$ cat src/core/pfgm_pkg.sv
// Contract
// - Scan port enable forces pull-up override on, value 1, for upper four.
// - Scan enable owns upper direction; data-out drives only while shifting.
// - Scan enable replaces data-out pin value with scan test data-out.
// - Scan enable forces digital input off on upper four pins.
// - Lower four analog pins have every override held at zero.
// - LCD on and mask above 5 override segment pin 4, direction 1.
// - Segment pin 4 toggle override is 1; its input feeds timer zero.
// - Segment pin 4 analog side carries front plane twenty three.
// - LCD on and mask above 6 override pin 3; else timer one input.
// - Segment pin 2 overridden whenever LCD on, all values zero.
// - Segment pins 1 and 0 overridden when LCD on and mask above 0.
// - Port A data and direction registers are 8 bits, RW, reset zero.
package pfgm_pkg;
  localparam logic [11:0] PFGM_OFS_PORT_A_DATA = 12'h000;
  localparam logic [11:0] PFGM_OFS_PORT_A_DIR  = 12'h004;
  localparam logic [11:0] PFGM_OFS_SEG_CTRL    = 12'h008;
  localparam logic [11:0] PFGM_OFS_PIN_STATUS  = 12'h00c;
  localparam logic [7:0]  PFGM_RST_PORT_A      = 8'h00;
  localparam logic [3:0]  PFGM_RST_SEG_CTRL    = 4'h0;
  localparam int          PFGM_BIT_LCD_EN      = 0;
  localparam int          PFGM_POS_PORT_MASK   = 1;
  localparam logic [2:0]  PFGM_MASK_PIN4       = 3'h5;
  localparam logic [2:0]  PFGM_MASK_PIN3       = 3'h6;
  localparam logic [2:0]  PFGM_MASK_PIN10      = 3'h0;
endpackage

$ cat src/core/pfgm_pin_sel.sv
`timescale 1ns/1ns
// One pin's override resolution
module pfgm_pin_sel (
  input  wire logic pu_reg_i,
  input  wire logic dir_reg_i,
  input  wire logic val_reg_i,
  input  wire logic pu_oe_i,
  input  wire logic pu_ov_i,
  input  wire logic dir_oe_i,
  input  wire logic dir_ov_i,
  input  wire logic val_oe_i,
  input  wire logic val_ov_i,
  input  wire logic die_oe_i,
  input  wire logic die_ov_i,
  output wire logic pu_o,
  output wire logic dir_o,
  output wire logic val_o,
  output wire logic die_o
);
  // Each enable swaps the register bit (a fixed 1 for the input enable) for its override value
  assign pu_o  = pu_oe_i  ? pu_ov_i  : pu_reg_i;
  assign dir_o = dir_oe_i ? dir_ov_i : dir_reg_i;
  assign val_o = val_oe_i ? val_ov_i : val_reg_i;
  assign die_o = die_oe_i ? die_ov_i : 1'b1;
endmodule

$ cat src/core/pfgm_top.sv
`timescale 1ns/1ns
// Port F/G override mux with port A registers on APB
module pfgm_top (
  input  wire logic        ref_clk_i,
  input  wire logic        sys_rst_i,
  input  wire logic        psel_i,
  input  wire logic        penable_i,
  input  wire logic        pwrite_i,
  input  wire logic [11:0] paddr_i,
  input  wire logic [31:0] pwdata_i,
  output logic      [31:0] prdata_o,
  output logic             pready_o,
  output logic             pslverr_o,
  input  wire logic        scan_port_enable_i,
  input  wire logic        tap_shifting_instruction_i,
  input  wire logic        tap_shifting_data_i,
  input  wire logic        scan_data_out_i,
  input  wire logic [7:0]  port_f_reg_i,
  input  wire logic [7:0]  port_f_dir_i,
  input  wire logic [7:0]  port_f_pu_i,
  input  wire logic [4:0]  port_g_reg_i,
  input  wire logic [4:0]  port_g_dir_i,
  input  wire logic [4:0]  port_g_pu_i,
  input  wire logic [4:0]  port_g_pin_i,
  output logic [7:0]       port_a_out_o,
  output logic [7:0]       port_a_oe_o,
  output logic [7:0]       port_f_pu_o,
  output logic [7:0]       port_f_oe_o,
  output logic [7:0]       port_f_out_o,
  output logic [7:0]       port_f_die_o,
  output logic [7:0]       port_f_analog_o,
  output logic [4:0]       port_g_pu_o,
  output logic [4:0]       port_g_oe_o,
  output logic [4:0]       port_g_out_o,
  output logic [4:0]       port_g_die_o,
  output logic             port_g4_toggle_oe_o,
  output logic             timer_zero_clock_in_o,
  output logic             timer_one_clock_in_o,
  output logic [4:0]       lcd_front_plane_o
);
  import pfgm_pkg::*;

  logic [7:0] port_a_output_data_ff;
  logic [7:0] port_a_direction_ff;
  logic       lcd_en_ff;
  logic [2:0] port_mask_ff;
  logic [4:0] g_pin_s1_ff;
  logic [4:0] g_pin_s2_ff;

  // APB decode; zero wait states, unmapped reads zero with error
  wire        acc   = psel_i & penable_i;
  wire        wr    = acc & pwrite_i;
  wire        hit_d = paddr_i == PFGM_OFS_PORT_A_DATA;
  wire        hit_r = paddr_i == PFGM_OFS_PORT_A_DIR;
  wire        hit_c = paddr_i == PFGM_OFS_SEG_CTRL;
  wire        hit_s = paddr_i == PFGM_OFS_PIN_STATUS;
  wire        hit   = hit_d | hit_r | hit_c | hit_s;
  wire        segment_driver_enable = lcd_en_ff;
  wire [2:0]  segment_port_mask     = port_mask_ff;
  wire [31:0] rd_mux =
      hit_d ? {24'h000000, port_a_output_data_ff} :
      hit_r ? {24'h000000, port_a_direction_ff} :
      hit_c ? {28'h0000000, port_mask_ff, lcd_en_ff} :
      hit_s ? {27'h0000000, g_pin_s2_ff} : 32'h00000000;

  // Register writes land only at the access edge
  always_ff @(posedge ref_clk_i) begin
    if (sys_rst_i) begin
      port_a_output_data_ff <= PFGM_RST_PORT_A;
      port_a_direction_ff   <= PFGM_RST_PORT_A;
      lcd_en_ff             <= PFGM_RST_SEG_CTRL[0];
      port_mask_ff          <= PFGM_RST_SEG_CTRL[3:1];
    end else if (wr) begin
      if (hit_d) port_a_output_data_ff <= pwdata_i[7:0];
      if (hit_r) port_a_direction_ff   <= pwdata_i[7:0];
      if (hit_c) begin
        lcd_en_ff    <= pwdata_i[PFGM_BIT_LCD_EN];
        port_mask_ff <= pwdata_i[PFGM_POS_PORT_MASK +: 3];
      end
    end
  end

  // Bus answer registered; pready held high so every access is one cycle
  always_ff @(posedge ref_clk_i) begin
    if (sys_rst_i) begin
      prdata_o  <= 32'h00000000;
      pready_o  <= 1'b1;
      pslverr_o <= 1'b0;
    end else begin
      prdata_o  <= (psel_i & ~penable_i) ? rd_mux : prdata_o;
      pready_o  <= 1'b1;
      pslverr_o <= psel_i & ~penable_i & ~hit;
    end
  end

  // Pad inputs are asynchronous, two stages before use
  always_ff @(posedge ref_clk_i) begin
    if (sys_rst_i) begin
      g_pin_s1_ff <= 5'h00;
      g_pin_s2_ff <= 5'h00;
    end else begin
      g_pin_s1_ff <= port_g_pin_i;
      g_pin_s2_ff <= g_pin_s1_ff;
    end
  end

  // Override terms per pin
  wire       shifting = tap_shifting_instruction_i | tap_shifting_data_i;
  wire       g4_ov  = segment_driver_enable &
                      (segment_port_mask > PFGM_MASK_PIN4);
  wire       g3_ov  = segment_driver_enable &
                      (segment_port_mask > PFGM_MASK_PIN3);
  wire       g2_ov  = segment_driver_enable;
  wire       g10_ov = segment_driver_enable &
                      (segment_port_mask > PFGM_MASK_PIN10);
  // Upper F pins all follow the scan enable, lower F pins never override
  wire [7:0] f_en   = {{4{scan_port_enable_i}}, 4'h0};
  wire [7:0] f_dov  = {1'b0, shifting, 6'h00};
  wire [7:0] f_port_value_override_enable = {1'b0, scan_port_enable_i, 6'h00};
  wire [7:0] f_port_value_override_value = {1'b0, scan_data_out_i, 6'h00};
  wire [4:0] g_en   = {g4_ov, g3_ov, g2_ov, g10_ov, g10_ov};
  wire [4:0] g_dov  = 5'h10;
  wire [7:0] f_pu, f_dir, f_val, f_die;
  wire [4:0] g_pu, g_dir, g_val, g_die;

  // Port F: upper four pins get pull-up forced 1, input forced 0 under scan
  genvar i;
  generate
    for (i = 0; i < 8; i++) begin : g_f
      pfgm_pin_sel u_sel (
        .pu_reg_i  (port_f_pu_i[i]),
        .dir_reg_i (port_f_dir_i[i]),
        .val_reg_i (port_f_reg_i[i]),
        .pu_oe_i   (f_en[i]),
        .pu_ov_i   (1'b1),
        .dir_oe_i  (f_en[i]),
        .dir_ov_i  (f_dov[i]),
        .val_oe_i  (f_port_value_override_enable[i]),
        .val_ov_i  (f_port_value_override_value[i]),
        .die_oe_i  (f_en[i]),
        .die_ov_i  (1'b0),
        .pu_o      (f_pu[i]),
        .dir_o     (f_dir[i]),
        .val_o     (f_val[i]),
        .die_o     (f_die[i])
      );
    end
    // Port G: LCD takes pins, pull-up and input forced off
    for (i = 0; i < 5; i++) begin : g_g
      pfgm_pin_sel u_sel (
        .pu_reg_i  (port_g_pu_i[i]),
        .dir_reg_i (port_g_dir_i[i]),
        .val_reg_i (port_g_reg_i[i]),
        .pu_oe_i   (g_en[i]),
        .pu_ov_i   (1'b0),
        .dir_oe_i  (g_en[i]),
        .dir_ov_i  (g_dov[i]),
        .val_oe_i  (1'b0),
        .val_ov_i  (1'b0),
        .die_oe_i  (g_en[i]),
        .die_ov_i  (1'b0),
        .pu_o      (g_pu[i]),
        .dir_o     (g_dir[i]),
        .val_o     (g_val[i]),
        .die_o     (g_die[i])
      );
    end
  endgenerate

  // All pad controls registered so outputs come from flops
  always_ff @(posedge ref_clk_i) begin
    if (sys_rst_i) begin
      port_a_out_o          <= PFGM_RST_PORT_A;
      port_a_oe_o           <= PFGM_RST_PORT_A;
      port_f_pu_o           <= 8'h00;
      port_f_oe_o           <= 8'h00;
      port_f_out_o          <= 8'h00;
      port_f_die_o          <= 8'h00;
      port_f_analog_o       <= 8'h00;
      port_g_pu_o           <= 5'h00;
      port_g_oe_o           <= 5'h00;
      port_g_out_o          <= 5'h00;
      port_g_die_o          <= 5'h00;
      port_g4_toggle_oe_o   <= 1'b1;
      timer_zero_clock_in_o <= 1'b0;
      timer_one_clock_in_o  <= 1'b0;
      lcd_front_plane_o     <= 5'h00;
    end else begin
      port_a_out_o          <= port_a_output_data_ff;
      port_a_oe_o           <= port_a_direction_ff;
      port_f_pu_o           <= f_pu;
      port_f_oe_o           <= f_dir;
      port_f_out_o          <= f_val;
      port_f_die_o          <= f_die;
      port_f_analog_o       <= 8'hff;  // every F pin feeds converter/scan
      port_g_pu_o           <= g_pu;
      port_g_oe_o           <= g_dir;
      port_g_out_o          <= g_val;
      port_g_die_o          <= g_die;
      port_g4_toggle_oe_o   <= 1'b1;
      // Timer clocks only see the pin while its input is enabled
      timer_zero_clock_in_o <= g_pin_s2_ff[4] & g_die[4];
      timer_one_clock_in_o  <= g_pin_s2_ff[3] & g_die[3];
      // Analog side: bit4 plane 23, bit3 plane 24, 2 plane 4, 1/0 13/14
      lcd_front_plane_o     <= g_en;
    end
  end
endmodule

$ cat config.mk
export PLATFORM = sky130hd
export DESIGN_NAME = pfgm_top
export DESIGN_NICKNAME = d
export VERILOG_FILES = /design/src/core/pfgm_pkg.sv /design/src/core/pfgm_pin_sel.sv /design/src/core/pfgm_top.sv
export SDC_FILE = /design/constraint.sdc
export NUM_CORES = 1
export LEC_CHECK = 0
export BUFFER_PORTS_ARGS = -buffer_cell sky130_fd_sc_hd__buf_2
export CORE_MARGIN = 2
export CORE_UTILIZATION = 43
export CTS_CLUSTER_DIAMETER = 40
export DETAILED_ROUTE_END_ITERATION = 12
export PLACE_DENSITY = 0.89
export REMOVE_ABC_BUFFERS = 1
export SYNTH_ARGS = -nofsm -noshare
export SYNTH_HDL_FRONTEND = slang
export SYNTH_SLANG_ARGS = --single-unit
$ cat constraint.sdc
create_clock -name ref_clk_i -period 1.8 [get_ports ref_clk_i]
set_input_delay 0.36 -clock ref_clk_i [delete_from_list [all_inputs] [get_ports ref_clk_i]]
set_output_delay 0.36 -clock ref_clk_i [all_outputs]
set_load 0.01 [all_outputs]
# Word-level counts from Yosys, hierarchy flattened
# Cells that the tools add are included.
# totals
regBits	143
inputBits	97
output_inout_bits	118
# op_classes
magnitude_cmp	3
mux	18
n_eq_ne	3
n_reduce_logical	9
bitwise	15
# op_table
cell	n
12-bit by 4-bit == test with 1-bit output (second input constant)	2
8-bit two-way mux	3
12-bit by 3-bit == test with 1-bit output (second input constant)	1
12-bit zero test	1
1-bit two-way mux	12
5-bit two-way mux	2
2-bit OR reduction	5
1-bit bitwise AND	9
3-bit greater-than comparator (second input constant)	2
2-bit AND reduction	3
4-bit two-way mux	1
1-bit bitwise OR	4
3-bit by 1-bit greater-than comparator with 1-bit output (second input constant)	1
1-bit inverter	2

# Logic depth before layout (Yosys ltp)
# logic_depth
word_depth	6
depth_mapped	6
ltp_nobuf	5

# Modules after synthesis
# A second synthesis with hierarchy kept.
# unflattened
cells_unflattened	411
hier_area_um2	4484.3
# by_module_without_submodules
mod	seq_area_each_um2	cells_each	n_inst	area_each_um2
pfgm_top	2282.2	359	1	3817.4
pfgm_pin_sel	0.0	4	13	51.3

# Least setup slack after synthesis
# Ideal clock, no wire load.
# synth_path
path_type	input-to-reg
startpoint	input port paddr_i[3]
endpoint	register port_a_output_data_ff[0]
path_slack_ns	0.387
path_stages	4
t_arrival_ns	1.286
required_ns	1.673
setup_time_ns	0.127
path_cell_list	buf_2 -> nor3_1 -> nand4_2 -> mux2i_1
# synth_between
elab_chain_len	2
# synth_lines
item	line_no	source
start, declared	pfgm_top.sv:9	input wire logic [11:0] paddr_i,
12-bit zero test	pfgm_top.sv:53	wire hit_d = paddr_i == PFGM_OFS_PORT_A_DATA;
2-bit AND reduction (no line)	n/a	
end signal, assigned	pfgm_top.sv:74	if (hit_d) port_a_output_data_ff <= pwdata_i[7:0];
end, declared	pfgm_top.sv:43	logic [7:0] port_a_output_data_ff;
# No other way between the ends.
# A chain may end at the register's enable or synchronous reset.

==> metrics list <==
- Status: completed
* Vias per inst: 4.45
- Number of setup buffers added after CTS: 0
* Cell chosen for the clock root: clkbuf_8
- Walking the worst path, the cells encountered are buf_2.
- Total power per unit cell area: 960 mW/mm^2
- The number of global-route vias before repair came to 2537.
- For this configuration, the core starts out at a cell density of between 40 and 50%.
* Die Outline Area: 0.00922 mm^2
- Counting the buffers created by CTS gives 9.
* Area of the core region: between 0.008 and 0.009 mm^2
* Post-Syn Area: 0.00364 mm^2
- Wire per inst: 12.7 um
* Count of non-filler cells in the finished layout: around 600
- Slowest CP cell: dfxtp_1
* Total number of vias: roughly 2700
- DIE HEIGHT: 96.0 um
- CTS hold repair buffers: 0
- Ratio of cells with drive above 1 in the final layout: 39.6%
* Clock Skews: approximately 0.0065 ns
- Maximum number of pins on one net before global-route repair: 21
- Class of the tightest hold or removal check: in -> reg
* Synthesis-to-finish area growth: 26.5%
- Subtracting the final worst setup slack from the clock period gives 1.42 ns.
- N_diodes: 0
* Number of H-tree levels: 3
- The die is ~96 um wide.
- TritonCTS built the clock tree.
- Counting every sink on the clock net gives 106.
- Max Cap Viol: 0
- Synth Register Bits: around 110
* Data arrival time of the worst path: 1.06 ns
- Portion of the clock cycle consumed by the worst path in the final layout: 78.7%
- Clock-pin slew was measured on the worst setup and hold paths at ~0.10 ns.
- In this run the most critical hold path is launched from port_g_dir_i[3].
* First-pass GRT wire length: 11.3 mm
- Endpoint type of the worst setup path: output pin
- Drc violations: 0
- Crit-path max cell delay: 0.50 ns
* Instance count after placement with tap cells included: 582
- Synthesis produced between 300 and 400 cells.
- Worst r2r src: port_mask_ff[2]$_SDFFE_PP0P_
* WS Path Type: reg -> out
* Most common cell after layout, fill and taps aside: buf_2
- Buffers & Inverters on Critical Path: 1
- After detailed routing, the total wire length is 7.57 mm.
- In this run the static leakage power is roughly 2.5 nW.
- Maximum fanout count along the critical path: 12
- Detailed placement ended at an HPWL of 5.89 mm.
- Summed over all failing endpoints, the final setup total negative slack is 0 ns.
* Port bufs: 164
- Hold Worst Slack: 0.191 ns
- The hold violation count in the final report was 0.
* Final Slew Violations: 0
- Before CTS, the worst setup slack after placement is 0.141 ns.
- Number of antenna violations at the first check in global routing: 1
- After layout, the worst setup slack is 0.383 ns.
* Cell type with the highest aggregate area in the netlist: dfxtp_1
- IR analysis of the VDD net gives a maximum drop of 415 uV.
* Buffer levels on the longest clock path: 2
* Family with the most delay on the worst path: flip-flops
* Reg2Reg Setup Slack: 0.55 ns
- Based on the critical path, the design can be clocked at up to just over 700 MHz.
- Once detail routing completed, the nets flagged for antenna violations numbered 0.
- Each instance of the synthesized netlist takes up on average between 10 and 15 um^2.
* Final setup violating endpoints: 0
- Violation count after the first detailed-routing iteration: 49
- Clock insertion delay at the later pin of the skew report: about 0.35 ns
- Data on the critical path is required at its endpoint by roughly 1.4 ns.
- At the end of routability-driven placement, the weighted congestion stood at 0.737.
* Post-synthesis sequential area ratio: 58.3%
- Final net count: 585
- Global routing finished with a remaining overflow of 0.
- Site Rows: 33
- 215 I/O pins were placed.
* Element type at the critical path start: flip-flop
- Setup repair after global routing left no endpoint under its margin.
* Number of distinct library cells after synthesis: 30
* Yosys warning total: 0
- Largest cells by area after synthesis: dfxtp_1 58%, buf_4 8.9%, mux2i_1 6.6%
- In the layout the commonest cells are 164 x buf_2, 106 x dfxtp_1, 30 x nor2b_1, 28 x nand2_1, 26 x conb_1.
- Count of TritonRoute iterations in the first routing pass: 6
- Global Route Usage Sum: 16.2%
* Portion of synthesized cell area occupied by the leading cell type: 58.3%
* Gates resized, CTS repair: 0
- Worst setup path start: port_f_analog_o[5]$_DFF_P_
-- metal layers --
metal	part of all wire (%)	track usage, %	up-vias	wire length, um
met1	39	18.5	1220	2960
li1	-	-	1302	-
met3	9.1	5.09	12	688
met5	0	0	-	0
met4	2.0	7.62	0	149
met2	50	27.5	128	3780
-- registers in the layout, indices dropped and copies added, names as in the netlist, 3 cells and up --
name,count
prdata_o,8
port_a_oe_o,8
g_pin_s1_ff,5
g_pin_s2_ff,5
port_a_direction_ff,8
port_g_oe_o,5
lcd_front_plane_o,4
port_mask_ff,3
port_g_pu_o,5
port_g_die_o,4
port_a_out_o,8
port_g_out_o,5
port_f_pu_o,8
port_f_out_o,8
port_f_oe_o,8
port_a_output_data_ff,8
-- power by group --
| part | switching (mW) | leakage [nW] | total [mW] | internal [mW] |
|---|---|---|---|---|
| clock | 0.824 | 0.117 | 1.64 | 0.819 |
| sequential | 0.0188 | 0.869 | 2.43 | 2.41 |
| combinational | 0.191 | 1.48 | 0.349 | 0.159 |
-- cells in the mapped netlist --
cell         n
a31oi_1      2
a21oi_1      2
and3_1       2
nand2_1     28
o2bb2ai_1    8
or3_1        1
a22oi_1      1
nand4_2      1
mux4_2       4
mux2_2       1
a211oi_1     1
nor2b_1     30
conb_1       2
nand4_1      3
nor3b_1      2
o21bai_1     1
nor3_1       1
a21o_1       1
clkbuf_1     7
buf_4       43
buf_2        4
dfxtp_1    106
nor4_4       2
nor4b_1      1
and4b_1      1
nor2_1      15
and2_1      16
inv_1       24
and4_1       1
mux2i_1     24
-- final cells by class --
class | instances | area, um^2
clock buffers | 10 | 128
clock inverters | 6 | 103
fillers | 766 | 3610
inverters | 24 | 90.1
multi-input cells | 175 | 1150
flip-flops and latches | 106 | 2120
well taps | 105 | 131
repair buffers | 172 | 881
-- final timing paths --
check / cells after the start / to
min reg2reg: 1 / g_pin_s2_ff[0]$_SDFF_PP0_
max: 1 / port_f_analog_o[7]
min: 2 / port_g_oe_o[3]$_SDFF_PP0_
max reg2reg: 3 / port_g_oe_o[1]$_SDFF_PP0_
-- logic make-up after synthesis --
kind of cell,Yosys count,synth area share [%]
buf+inv,78,12.6
compound gates,16,3.37
simple gates,104,16.2
flops,106,58.3
mux,29,9.38
other cells,2,0.206
-- stage by stage --
stage / util, % / power (mW) / area [um^2]
after global placement: 53.3 / 2.82 / 4380
after global routing: 56.1 / 4.61 / 4610
after floorplan: - / 2.63 / 3360
final: 56.1 / 4.42 / 4610
after CTS: 56.1 / 4.47 / 4610
after detailed placement: 53.3 / 2.84 / 4380
No activity file was read; power rests on OpenSTA's default activity.
